<file path="src/rtl/accel_irq_consts.svh">
`ifndef ACCEL_IRQ_CONSTS_SVH
`define ACCEL_IRQ_CONSTS_SVH

// ==========================================================
// register byte offsets
`define IRQ_EN_OFS        8'h20
`define IRQ_ROUTE_OFS     8'h24
`define IRQ_CFG_OFS       8'h28
`define IRQ_STAT_OFS      8'h2C

// ==========================================================
// reset values of the enable register per strap level, and of the routing and config registers
`define IRQ_EN_RST_LOW    8'h00
`define IRQ_EN_RST_HIGH   8'h20
`define IRQ_ROUTE_RST     8'h00
`define IRQ_CFG_RST       2'h0

// ==========================================================
// field positions
`define EN_STARTUP_OFF_BIT 1
`define CFG_POL_BIT        0
`define CFG_GATE_BIT       1

// ==========================================================
// operating mode codes
`define MODE_WAKE         2'h1
`define MODE_SLEEP        2'h2

// ==========================================================
// bus responses
`define AXI_OKAY          2'h0
`define AXI_SLVERR        2'h2

// ==========================================================
// timing
`define CLK_PERIOD_NS     10
`define MOT_PULSE_MS      5
`define BOOT2_PULSE_MS    1
`define BOOT1_PULSE_US    10

`endif

</file>
<file path="src/rtl/accel_irq_pkg.sv">
package accel_irq_pkg;

  // ========================================================
  // event inputs from detectors, timebase and data path
  typedef struct packed {
    logic sample_ready;  // new sample pulse
    logic data_read;     // data output register read pulse
    logic buf_flag;      // buffer source flag level
    logic outside_flag;  // change detector outside band
    logic inside_flag;   // change detector inside band
    logic tilt_flag;     // orientation flag level
    logic doze_flag;     // auto-sleep flag level
    logic boot_done;     // boot complete pulse
    logic odr_tick;      // output_sample_rate tick
    logic active_mode;   // device in active mode
    logic buf_empty;     // buffer emptied by host
    logic soft_reset;    // soft reset pulse
  } evt_in_t;

  // open-drain or push-pull pin
  typedef struct packed {
    logic out;
    logic oe;
  } pin_t;

  // enable register, bit 7 down to bit 0
  typedef struct packed {
    logic sample_ready_irq_on;
    logic buffer_irq_on;
    logic outside_band_irq_on;
    logic inside_band_irq_on;
    logic tilt_pose_irq_on;
    logic auto_doze_irq_on;
    logic startup_irq_off;
    logic wake_out_on;
  } irq_en_t;

  typedef enum logic [1:0] {
    ST_SYNC0,
    ST_SYNC1,
    ST_LATCH,
    ST_RUN
  } phase_t;

  typedef struct packed {
    phase_t      phase;
    logic        strap_s1;
    logic        strap_s2;
    logic        strap;
    irq_en_t     enable;
    logic [7:0]  route;
    logic [1:0]  cfg;
    logic        sample_ready_flag;
    logic [19:0] mot_cnt;
    logic [19:0] boot_cnt;
    logic        gate_hold;
    logic [1:0]  prev_mode;
    logic        prev_active;
    pin_t        pin_a;
    pin_t        pin_b;
    logic        aw_held;
    logic [7:0]  aw_addr;
    logic        w_held;
    logic [7:0]  w_data;
    logic        w_lane0;
    logic        bvalid;
    logic [1:0]  bresp;
    logic        rvalid;
    logic [31:0] rdata;
    logic [1:0]  rresp;
  } state_t;

endpackage

</file>
<file path="src/rtl/accel_interrupt_enable_output.sv">
`timescale 1ns/1ps
`include "accel_irq_consts.svh"
// Summary of operation
// - strap high: pin a pulses low, open-drain, for motion pulse time
// - strap high: pulse repeats each sample tick until source flag clears
// - strap high: pin b carries only boot-complete low pulse
// - buffer gating: after wake/sleep change stop accepting until emptied
// - enable register layout bits 7..0, all read/write
// - reset: enable all zero, strap high sets bit 5 only
// - enable bits 7..2 and 0: 0 keeps event off both pins, 1 passes it by routing; strap high passes only bits 7..2 routed to pin a
// - strap low: data read clears sample flag and its pin level
// - strap high: data read clears flag, pin pulse ends by itself
// - entering active mode cuts a running sample pulse short
// - strap low: startup off bit 0 emits boot pulse, 1 suppresses; strap high always pulses; kept on soft reset
// - strap low: wake output holds active level in wake, opposite otherwise
// - strap low: routing bit 0 selects pin a, 1 selects pin b
module accel_interrupt_enable_output #(
  parameter int MOT_PULSE_CYC   = `MOT_PULSE_MS * 1000000 / `CLK_PERIOD_NS,
  parameter int BOOT2_PULSE_CYC = `BOOT2_PULSE_MS * 1000000 / `CLK_PERIOD_NS
) (
  // clock and reset
  input  wire logic                   i_sys_clk,
  input  wire logic                   i_rstn,
  // axi4-lite write
  input  wire logic                   i_awvalid,
  output logic                        o_awready,
  input  wire logic [7:0]             i_awaddr,
  input  wire logic                   i_wvalid,
  output logic                        o_wready,
  input  wire logic [31:0]            i_wdata,
  input  wire logic [3:0]             i_wstrb,
  output logic                        o_bvalid,
  input  wire logic                   i_bready,
  output logic [1:0]                  o_bresp,
  // axi4-lite read
  input  wire logic                   i_arvalid,
  output logic                        o_arready,
  input  wire logic [7:0]             i_araddr,
  output logic                        o_rvalid,
  input  wire logic                   i_rready,
  output logic [31:0]                 o_rdata,
  output logic [1:0]                  o_rresp,
  // device events and mode
  input  wire accel_irq_pkg::evt_in_t i_evt,
  input  wire logic [1:0]             i_sys_mode,
  // strap pin
  input  wire logic                   i_boot_strap,
  // interrupt pins and buffer gate
  output accel_irq_pkg::pin_t         o_irq_pin_a,
  output accel_irq_pkg::pin_t         o_irq_pin_b,
  output logic                        o_buf_accept
);

  // ========================================================
  // constants
  localparam int BOOT1_CYC_I = `BOOT1_PULSE_US * 1000 / `CLK_PERIOD_NS;
  localparam logic [19:0] MOT_CYC   = 20'(MOT_PULSE_CYC);
  localparam logic [19:0] BOOT2_CYC = 20'(BOOT2_PULSE_CYC);
  localparam logic [19:0] BOOT1_CYC = 20'(BOOT1_CYC_I);

  accel_irq_pkg::state_t s_r;
  accel_irq_pkg::state_t s_nxt;

  logic       run;
  logic       aw_hs;
  logic       w_hs;
  logic       ar_hs;
  logic [5:0] src_act;
  logic [5:0] src_b;
  logic       wake_lvl;
  logic       trans;
  logic       lvl_a;
  logic       lvl_b;
  logic       act_a;
  logic       act_b;

  // ========================================================
  // bus handshakes, combinational from state
  assign run       = (s_r.phase == accel_irq_pkg::ST_RUN);
  assign o_awready = run && !s_r.aw_held && !s_r.bvalid;
  assign o_wready  = run && !s_r.w_held && !s_r.bvalid;
  assign o_arready = run && !s_r.rvalid;
  assign aw_hs     = i_awvalid && o_awready;
  assign w_hs      = i_wvalid && o_wready;
  assign ar_hs     = i_arvalid && o_arready;

  // registered outputs
  assign o_bvalid     = s_r.bvalid;
  assign o_bresp      = s_r.bresp;
  assign o_rvalid     = s_r.rvalid;
  assign o_rdata      = s_r.rdata;
  assign o_rresp      = s_r.rresp;
  assign o_irq_pin_a  = s_r.pin_a;
  assign o_irq_pin_b  = s_r.pin_b;
  assign o_buf_accept = run && !s_r.gate_hold;

  // ========================================================
  // source gating: enable bits 7..2 against flags
  assign src_act = {s_r.sample_ready_flag, i_evt.buf_flag,
                    i_evt.outside_flag, i_evt.inside_flag,
                    i_evt.tilt_flag, i_evt.doze_flag}
                   & s_r.enable[7:2];
  assign src_b   = s_r.route[7:2];
  assign wake_lvl = (i_sys_mode == `MODE_WAKE);
  assign trans = ((s_r.prev_mode == `MODE_WAKE) &&
                  (i_sys_mode == `MODE_SLEEP)) ||
                 ((s_r.prev_mode == `MODE_SLEEP) &&
                  (i_sys_mode == `MODE_WAKE));

  // strap low: level on each pin as OR of its routed sources
  assign lvl_a = (|(src_act & ~src_b)) ||
                 ((s_r.boot_cnt != 20'h00000) && !s_r.route[1]) ||
                 (s_r.enable.wake_out_on && !s_r.route[0] &&
                  wake_lvl);
  assign lvl_b = (|(src_act & src_b)) ||
                 ((s_r.boot_cnt != 20'h00000) && s_r.route[1]) ||
                 (s_r.enable.wake_out_on && s_r.route[0] &&
                  wake_lvl);

  // strap high: pin b sources are unrouted from both pins
  assign act_a = s_r.mot_cnt != 20'h00000;
  assign act_b = s_r.boot_cnt != 20'h00000;

  // ========================================================
  // next state
  always_comb begin
    s_nxt = s_r;
    // strap synchroniser, first stage feeds only the second
    s_nxt.strap_s1    = i_boot_strap;
    s_nxt.strap_s2    = s_r.strap_s1;
    s_nxt.prev_mode   = i_sys_mode;
    s_nxt.prev_active = i_evt.active_mode;

    // strap is caught once, after the synchroniser has filled
    case (s_r.phase)
      accel_irq_pkg::ST_SYNC0: begin
        s_nxt.phase = accel_irq_pkg::ST_SYNC1;
      end
      accel_irq_pkg::ST_SYNC1: begin
        s_nxt.phase = accel_irq_pkg::ST_LATCH;
      end
      accel_irq_pkg::ST_LATCH: begin
        s_nxt.phase  = accel_irq_pkg::ST_RUN;
        s_nxt.strap  = s_r.strap_s2;
        s_nxt.enable = s_r.strap_s2 ? `IRQ_EN_RST_HIGH
                                    : `IRQ_EN_RST_LOW;
      end
      accel_irq_pkg::ST_RUN: begin
      end
      default: begin
        s_nxt.phase = accel_irq_pkg::ST_SYNC0;
      end
    endcase

    // write channel capture, either order
    if (aw_hs) begin
      s_nxt.aw_held = 1'b1;
      s_nxt.aw_addr = i_awaddr;
    end
    if (w_hs) begin
      s_nxt.w_held  = 1'b1;
      s_nxt.w_data  = i_wdata[7:0];
      s_nxt.w_lane0 = i_wstrb[0];
    end
    if (s_r.bvalid && i_bready) begin
      s_nxt.bvalid = 1'b0;
    end
    // commit once both halves are held
    if (s_r.aw_held && s_r.w_held) begin
      s_nxt.aw_held = 1'b0;
      s_nxt.w_held  = 1'b0;
      s_nxt.bvalid  = 1'b1;
      s_nxt.bresp   = `AXI_OKAY;
      case (s_r.aw_addr)
        `IRQ_EN_OFS: begin
          if (s_r.w_lane0) begin
            s_nxt.enable = s_r.w_data;
          end
        end
        `IRQ_ROUTE_OFS: begin
          if (s_r.w_lane0) begin
            s_nxt.route = s_r.w_data;
          end
        end
        `IRQ_CFG_OFS: begin
          if (s_r.w_lane0) begin
            s_nxt.cfg = s_r.w_data[1:0];
          end
        end
        `IRQ_STAT_OFS: begin
        end
        default: begin
          s_nxt.bresp = `AXI_SLVERR;
        end
      endcase
    end

    // soft reset keeps the startup suppression bit
    if (i_evt.soft_reset && run) begin
      s_nxt.enable = s_r.strap ? `IRQ_EN_RST_HIGH : `IRQ_EN_RST_LOW;
      s_nxt.enable.startup_irq_off = s_r.enable.startup_irq_off;
      s_nxt.route = `IRQ_ROUTE_RST;
      s_nxt.cfg   = `IRQ_CFG_RST;
    end

    // read channel
    if (s_r.rvalid && i_rready) begin
      s_nxt.rvalid = 1'b0;
    end
    if (ar_hs) begin
      s_nxt.rvalid = 1'b1;
      s_nxt.rresp  = `AXI_OKAY;
      case (i_araddr)
        `IRQ_EN_OFS:    s_nxt.rdata = {24'h000000, s_r.enable};
        `IRQ_ROUTE_OFS: s_nxt.rdata = {24'h000000, s_r.route};
        `IRQ_CFG_OFS:   s_nxt.rdata = {30'h00000000, s_r.cfg};
        `IRQ_STAT_OFS: begin
          s_nxt.rdata = {26'h0000000, s_r.strap, s_r.gate_hold,
                         s_r.sample_ready_flag, act_a, lvl_a, lvl_b};
        end
        default: begin
          s_nxt.rdata = 32'h00000000;
          s_nxt.rresp = `AXI_SLVERR;
        end
      endcase
    end

    // sample flag: a new sample beats a read in the same cycle
    if (i_evt.data_read) begin
      s_nxt.sample_ready_flag = 1'b0;
    end
    if (i_evt.sample_ready && run) begin
      s_nxt.sample_ready_flag = 1'b1;
    end

    // buffer gating, a new transition beats an empty
    if (i_evt.buf_empty) begin
      s_nxt.gate_hold = 1'b0;
    end
    if (run && s_r.cfg[`CFG_GATE_BIT] && trans) begin
      s_nxt.gate_hold = 1'b1;
    end

    // motion pulse timer, strap high only; reads never stop it
    if (act_a) begin
      s_nxt.mot_cnt = s_r.mot_cnt - 20'h00001;
    end
    if (run && s_r.strap && i_evt.odr_tick && !act_a &&
        (|(src_act & ~src_b))) begin
      s_nxt.mot_cnt = MOT_CYC;
    end
    if (i_evt.active_mode && !s_r.prev_active) begin
      s_nxt.mot_cnt = 20'h00000;
    end

    // boot pulse timer, length per strap level
    if (act_b) begin
      s_nxt.boot_cnt = s_r.boot_cnt - 20'h00001;
    end
    if (run && i_evt.boot_done) begin
      if (s_r.strap) begin
        s_nxt.boot_cnt = BOOT2_CYC;
      end else if (!s_r.enable.startup_irq_off) begin
        s_nxt.boot_cnt = BOOT1_CYC;
      end
    end

    // pin drive: open-drain low pulses or push-pull with polarity
    if (!run) begin
      s_nxt.pin_a = '0;
      s_nxt.pin_b = '0;
    end else if (s_r.strap) begin
      s_nxt.pin_a.out = 1'b0;
      s_nxt.pin_a.oe  = act_a;
      s_nxt.pin_b.out = 1'b0;
      s_nxt.pin_b.oe  = act_b;
    end else begin
      s_nxt.pin_a.oe  = 1'b1;
      s_nxt.pin_a.out = s_r.cfg[`CFG_POL_BIT] ? lvl_a : !lvl_a;
      s_nxt.pin_b.oe  = 1'b1;
      s_nxt.pin_b.out = s_r.cfg[`CFG_POL_BIT] ? lvl_b : !lvl_b;
    end
  end

  // ========================================================
  // state register
  always_ff @(posedge i_sys_clk or negedge i_rstn) begin
    if (!i_rstn) begin
      s_r <= '0;
    end else begin
      s_r <= s_nxt;
    end
  end

  // ========================================================
  // checks
  en_reset_val_a: assert property (
    @(posedge i_sys_clk) disable iff (!i_rstn)
    (run && $past(s_r.phase) == accel_irq_pkg::ST_LATCH) |->
      s_r.enable == (s_r.strap ? 8'h20 : 8'h00))
    else $error("enable reset value wrong for strap");

  flag_clear_a: assert property (
    @(posedge i_sys_clk) disable iff (!i_rstn)
    (run && i_evt.data_read && !i_evt.sample_ready) |=>
      !s_r.sample_ready_flag)
    else $error("data read did not clear sample flag");

  flag_set_wins_a: assert property (
    @(posedge i_sys_clk) disable iff (!i_rstn)
    (run && i_evt.sample_ready) |=> s_r.sample_ready_flag)
    else $error("sample event lost");

  pulse_on_tick_a: assert property (
    @(posedge i_sys_clk) disable iff (!i_rstn)
    $rose(s_r.mot_cnt != 20'h00000) |->
      $past(i_evt.odr_tick) && s_r.mot_cnt == MOT_CYC)
    else $error("motion pulse started off tick or wrong length");

  pin_a_drain_a: assert property (
    @(posedge i_sys_clk) disable iff (!i_rstn)
    (run && s_r.strap) |-> ##1 (!s_r.pin_a.out &&
      s_r.pin_a.oe == $past(act_a)))
    else $error("pin a not open-drain motion pulse");

  pin_b_boot_a: assert property (
    @(posedge i_sys_clk) disable iff (!i_rstn)
    (run && s_r.strap && $past(run) && s_r.pin_b.oe) |->
      $past(s_r.boot_cnt != 20'h00000) && !s_r.pin_b.out)
    else $error("pin b driven without boot pulse");

  cut_short_a: assert property (
    @(posedge i_sys_clk) disable iff (!i_rstn)
    (i_evt.active_mode && !s_r.prev_active) |=>
      s_r.mot_cnt == 20'h00000)
    else $error("pulse not cut on active entry");

  buf_gate_a: assert property (
    @(posedge i_sys_clk) disable iff (!i_rstn)
    (run && s_r.cfg[1] && trans) |=> !o_buf_accept)
    else $error("buffer still accepting after mode change");

  all_off_a: assert property (
    @(posedge i_sys_clk) disable iff (!i_rstn)
    (run && !s_r.strap && s_r.cfg[0] && s_r.enable == 8'h00 &&
     s_r.boot_cnt == 20'h00000) |=> !s_r.pin_a.out && !s_r.pin_b.out)
    else $error("disabled events reached a pin");

endmodule

</file>
<file path="config.mk">
export PLATFORM = sky130hd
export DESIGN_NAME = accel_interrupt_enable_output
export DESIGN_NICKNAME = d
export VERILOG_FILES = /design/src/rtl/accel_irq_pkg.sv /design/src/rtl/accel_interrupt_enable_output.sv
export VERILOG_INCLUDE_DIRS = /design/src /design/src/rtl
export SDC_FILE = /design/constraint.sdc
export NUM_CORES = 1
export LEC_CHECK = 0
export ABC_AREA = 1
export BUFFER_PORTS_ARGS = -buffer_cell sky130_fd_sc_hd__buf_2
export CAP_MARGIN = 15
export CORE_MARGIN = 4
export CORE_UTILIZATION = 30
export CTS_BUF_LIST = sky130_fd_sc_hd__clkbuf_16
export CTS_CLUSTER_DIAMETER = 40
export DETAILED_ROUTE_END_ITERATION = 10
export PLACE_DENSITY = 0.57
export SLEW_MARGIN = 20
export SYNTH_ARGS = -nofsm -noshare
export SYNTH_HDL_FRONTEND = slang
export SYNTH_SLANG_ARGS = --single-unit
export TNS_END_PERCENT = 1
</file>
<file path="constraint.sdc">
create_clock -name i_sys_clk -period 4.9 [get_ports i_sys_clk]
set_input_delay 1.47 -clock i_sys_clk [delete_from_list [all_inputs] [get_ports i_sys_clk]]
set_output_delay 1.47 -clock i_sys_clk [all_outputs]
set_load 0.02 [all_outputs]
</file>
* Yosys cells after proc, flatten, opt, wreduce, memory -nomap -nowiden
Cells that the tools add are included.
Storage, ports and cells: latch bits 0, memory bits (writable) 0, memories kept 0, register bits after elaboration 129, word-level logic and storage cells 160, bits in read-only memories 0, output and inout port bits 46
Cells by class: shifts and indexed selects 0, equal/unequal tests 15, bitwise operators 4, multipliers 0, add/sub/neg operators 2, div/mod/pow operators 0, magnitude comparators 0, multiplexer cells 38, reductions and logical operators 67
Operator list (number):
- $mux 20 | 7
- $eq 8x6->1 const B | 8
- $mux 8 | 5
- $reduce_bool 20->1 | 2
- $sub 20x1->20 const B | 2
- $mux 18 | 2
- $mux 35 | 1
- $pmux 8 s4 | 1
- $logic_and 1x1->1 | 30
- $reduce_bool 2->1 | 10
- $and 6x6->6 | 3
- $mux 6 | 2
- $reduce_or 6->1 | 2
- $logic_not 1->1 | 11
- $mux 1 | 10
- $mux 10 | 1
- $mux 9 | 1
- $eq 2x2->1 const B | 4
- $mux 2 | 4
- $mux 4 | 2
- $reduce_or 4->1 | 2
- $eq 2x1->1 const B | 3
- $not 6->6 | 1
- $pmux 2 s3 | 1
- 5 further kinds | 11

* Depth between registers and ports, before layout
depth in word-level cells 9, mapped depth 11, gate-level depth less buffers 11

* Least setup slack after synthesis
Ideal clock, no wire load.
path kind flip-flop to output port, start reg s_r[127] (netlist bit), end out o_arready, buffers on the path 0, required time 3.430 ns, path slack 2.356 ns, cell stages (with the launch flop) 4, data arrival time 1.074 ns, cells stage by stage dfrtp_1 -> ha_1 -> inv_2 -> nor2_1
On the way: longest elaborated chain between the ends 2
Ends and longest elaborated chain:
- from (decl) | RTL line accel_interrupt_enable_output.sv:61 | accel_irq_pkg::state_t s_r;
- from (signal assigned) | RTL line accel_interrupt_enable_output.sv:291 | s_r <= s_nxt;
- $eq 2x2->1 | RTL line accel_interrupt_enable_output.sv:79 | assign run = (s_r.phase == accel_irq_pkg::ST_RUN);
- $logic_and 1x1->1 | RTL line accel_interrupt_enable_output.sv:82 | assign o_arready = run && !s_r.rvalid;
- to (decl) | RTL line accel_interrupt_enable_output.sv:37 | output logic o_arready,
No other way between the ends.

* Worst setup path after layout
start reg s_r[127] (netlist bit), end out o_buf_accept
On the way: longest elaborated chain between the ends 2
Ends and longest elaborated chain:
- $eq 2x2->1 | RTL line accel_interrupt_enable_output.sv:79
- $logic_and 1x1->1 | RTL line accel_interrupt_enable_output.sv:95 | assign o_buf_accept = run && !s_r.gate_hold;
- to (decl) | RTL line accel_interrupt_enable_output.sv:51 | output logic o_buf_accept
No other way between the ends.

==> reports/metrics.yaml <==
final_layout:
  final_nets: 842
  final_layout_size_suffix_gt1_share_pct: 17.1
  final_util_pct: 34.1
  area_growth_pct: 11.9
  fillers: 2002
timing:
  setup_viol: 0
  rsz0062_at_grt: "false"
  setup-tns-final_ps: 0
  tightest_slew_ps: 754
  hold_viol_final: 0
  fmax_ghz: 0.306
  slew_headroom_pct: 49.8
  finalCriticalPeriod_ps: 3270
  report.final.slew_viol_count: 0
  min_period_over_period_pct: 66.7
  fin_skew_ps: 11.0
clocking:
  htree_levels: 3
  worstSkewPairLatency_ps: 350
  cts.sinks: 103
  numCtsBuffers: 9
  cts-root-buf: "clkbuf_16"
  cts_buffer_depth: 2
  cts-resized-gates: 0
  cts_setup_buffers: 0
  cts_hold_buf: 0
  cts_tree: "done"
  clk_pin_slew_worst_paths_ps: 70
die:
  fp.coreArea_sq_um: 18700
  ios: 120
  start_util_pct: 30.5
  die_h_um: 146
  die_area_sq_um: 21300
  die_w_um: 146
  std_cell_rows: 50
synthesis:
  syn_avg_cell_area_sq_um: 8.10
  netlist_area_sq_um: 5700
  synthArstFlopShare_pct: 100
  ys_ff_latch: 103
  yosys_warnings: 0
  synth.distinct_cells: 41
  synth_edf_count: 0
  synth_cells: 704
  synth-main-ff-cell: "dfrtp_1"
  ys_seq_area_share_pct: 45.2
worst_setup_path:
  cp_max_fo: 7
  crit_path_start_kind: "flip-flop"
  cp_top_family: "flip-flops"
  crit_buf_inv: 2
  cp-end-kind: "primary output"
  crit_type: "flip-flop to primary output"
  worstPathArrival_ps: 1800
  worstPathRequired_ps: 3430
  cp_slowest_cell: "dfrtp_1"
  max_stage_delay_ps: 420
  crit_chain: "ha_1 -> inv_2 -> nor2_1 -> buf_2"
place:
  port_buffers: 66
  dp_hpwl_mm: 9.61
  globalplace.congestion: 0.815
pwr:
  leakagePower_nw: 3.28
  peakVddDrop_uv: 221
  power_density_nw_per_um2: 436
run_status:
  status: "completed"
global_routing:
  grt_antenna_before_repair: 3
  grt_start_max_net_pins: 59
  grt_pass1_wl_mm: 21.0
  grt_pass1_vias: 4275
  grt-ovfl-total: 0
  grt_usage_pct: 12.0
drt:
  ant_nets: 0
  drc_errors: 0
  drtIter0Drc: 150
  drt-total-wl_mm: 12.5
  vias: 4386
  firstDrtPassIters: 4
  wire_per_inst_um: 12.5
  routed_via_density: 4.39
worst_hold_path:
  hp-class: "flip-flop to flip-flop"
run:
  cap_violations: 0
==> synthesized netlist by cell type, types with 4 or more instances <==
cell type | n | area share, %
nor2_4 | 4 | 0.79
nor3_2 | 4 | 0.70
ha_1 | 7 | 1.5
nor3_1 | 11 | 0.97
a21oi_1 | 26 | 2.3
xor2_1 | 19 | 2.9
xnor2_1 | 4 | 0.61
nor2_1 | 104 | 6.8
buf_4 | 41 | 5.4
nand3_1 | 60 | 5.3
inv_2 | 4 | 0.26
o21ai_1 | 5 | 0.44
mux2_2 | 8 | 1.6
nand4_1 | 13 | 1.4
nand2_1 | 134 | 8.8
o21ai_0 | 32 | 2.8
dfrtp_1 | 103 | 45
nor2_2 | 13 | 1.4
inv_1 | 77 | 5.1
==> per-layer routing <==
layer  GRT usage [%]  routed length [um]  part of all wire (%)  vias up
li1                -                   -                     -     2296
met1            16.0                5920                    47     2007
met2            19.2                5880                    47       68
met3            3.92                 568                   4.5       11
met4            2.37                  94                  0.75        4
met5               0                  27                  0.22        -
==> placed cells by master (no fill, tap or decap), drive strengths merged <==
cell type	instances
bufinv	1
a21oi	26
ha	7
nor3b	1
clkbuf	9
a21o	3
nand3	63
nand4	13
and3	2
buf	68
diode	1
nand2	140
dfrtp	103
mux2	12
xnor2	4
o2111ai	1
clkinv	3
a211oi	1
a31oi	1
nor4	1
nor2	122
or2	2
inv	84
conb	26
nor3	16
xor2	19
o21ai	37
==> path summary, 6_finish.rpt <==
path,startpoint,to,slack (ps),depth (start not counted)
worst max-delay path,s_r[127],o_buf_accept,1630,4
worst min-delay path,s_nxt[125],s_r[125],360,0
worst max register to register,s_r[127],o_rdata[7],2820,7
worst min register to register,s_nxt[125],s_r[125],360,0
max in group asynchronous,i_rstn,s_r[44],2870,2
min in group asynchronous,i_rstn,s_r[103],1190,1
==> stage by stage <==
step | setup WS [ps] | hold WS (ps) | power [mW] | area, sq um | cells
floorplan | 2360 | 331 | 1.90 | 5800 | 729
global placement | 1940 | 334 | 2.09 | 6090 | 984
detailed placement | 1950 | 351 | 2.10 | 6090 | 984
CTS | 1540 | 368 | 2.82 | 6380 | 999
global route | 1480 | 367 | 2.99 | 6380 | 1000
finish | 1630 | 360 | 2.78 | 6380 | 1000
==> power breakdown <==
part | internal [mW] | switching (mW)
Clock | 0.393 | 0.315
Combinational | 0.351 | 0.546
Sequential | 1.02 | 0.154
==> sequential cells by signal, indices dropped and copies added (netlist names) <==
name	count
o_irq_pin_a	2
s_nxt	1
o_rvalid	1
o_rdata	8
o_irq_pin_b	2
o_bresp	1
s_r	86
o_rresp	1
o_bvalid	1
==> layout make-up <==
class / instances / area (sq um) / area share [%]
Antenna cell: 1 / 2.50 / 0.0392
Clock buffer: 9 / 225 / 3.53
Clock inverter: 6 / 60.1 / 0.941
Inverter: 82 / 308 / 4.82
Multi-Input combinational cell: 497 / 2570 / 40.2
Sequential cell: 103 / 2580 / 40.4
Tap cell: 234 / 293 / 4.59
Timing Repair Buffer: 68 / 348 / 5.45
==> worst register-to-register path: cells and delay by family, from the launching register on <==
family	cells	cell delay, ps
fa+ha+maj	1	390
buf+inv	1	200
flops	1	420
simple gates	5	1010
==> kinds of logic (layout without fill, tap and decap cells) <==
logic type / count (synthesis) / count (layout) / share of synthesized area, %
AO/OA/AOI/OAI: 69 / 69 / 6.32
flip-flops: 103 / 103 / 45.2
multiplexers: 12 / 12 / 2.57
XOR/XNOR: 23 / 23 / 3.53
adder cells (fa/ha/maj): 7 / 7 / 1.54
other: 1 / 27 / 0.0658
buffers and inverters: 129 / 165 / 11.4
AND/OR/NAND/NOR: 360 / 360 / 29.4
Note: power is estimated with default switching activity, not from simulation.
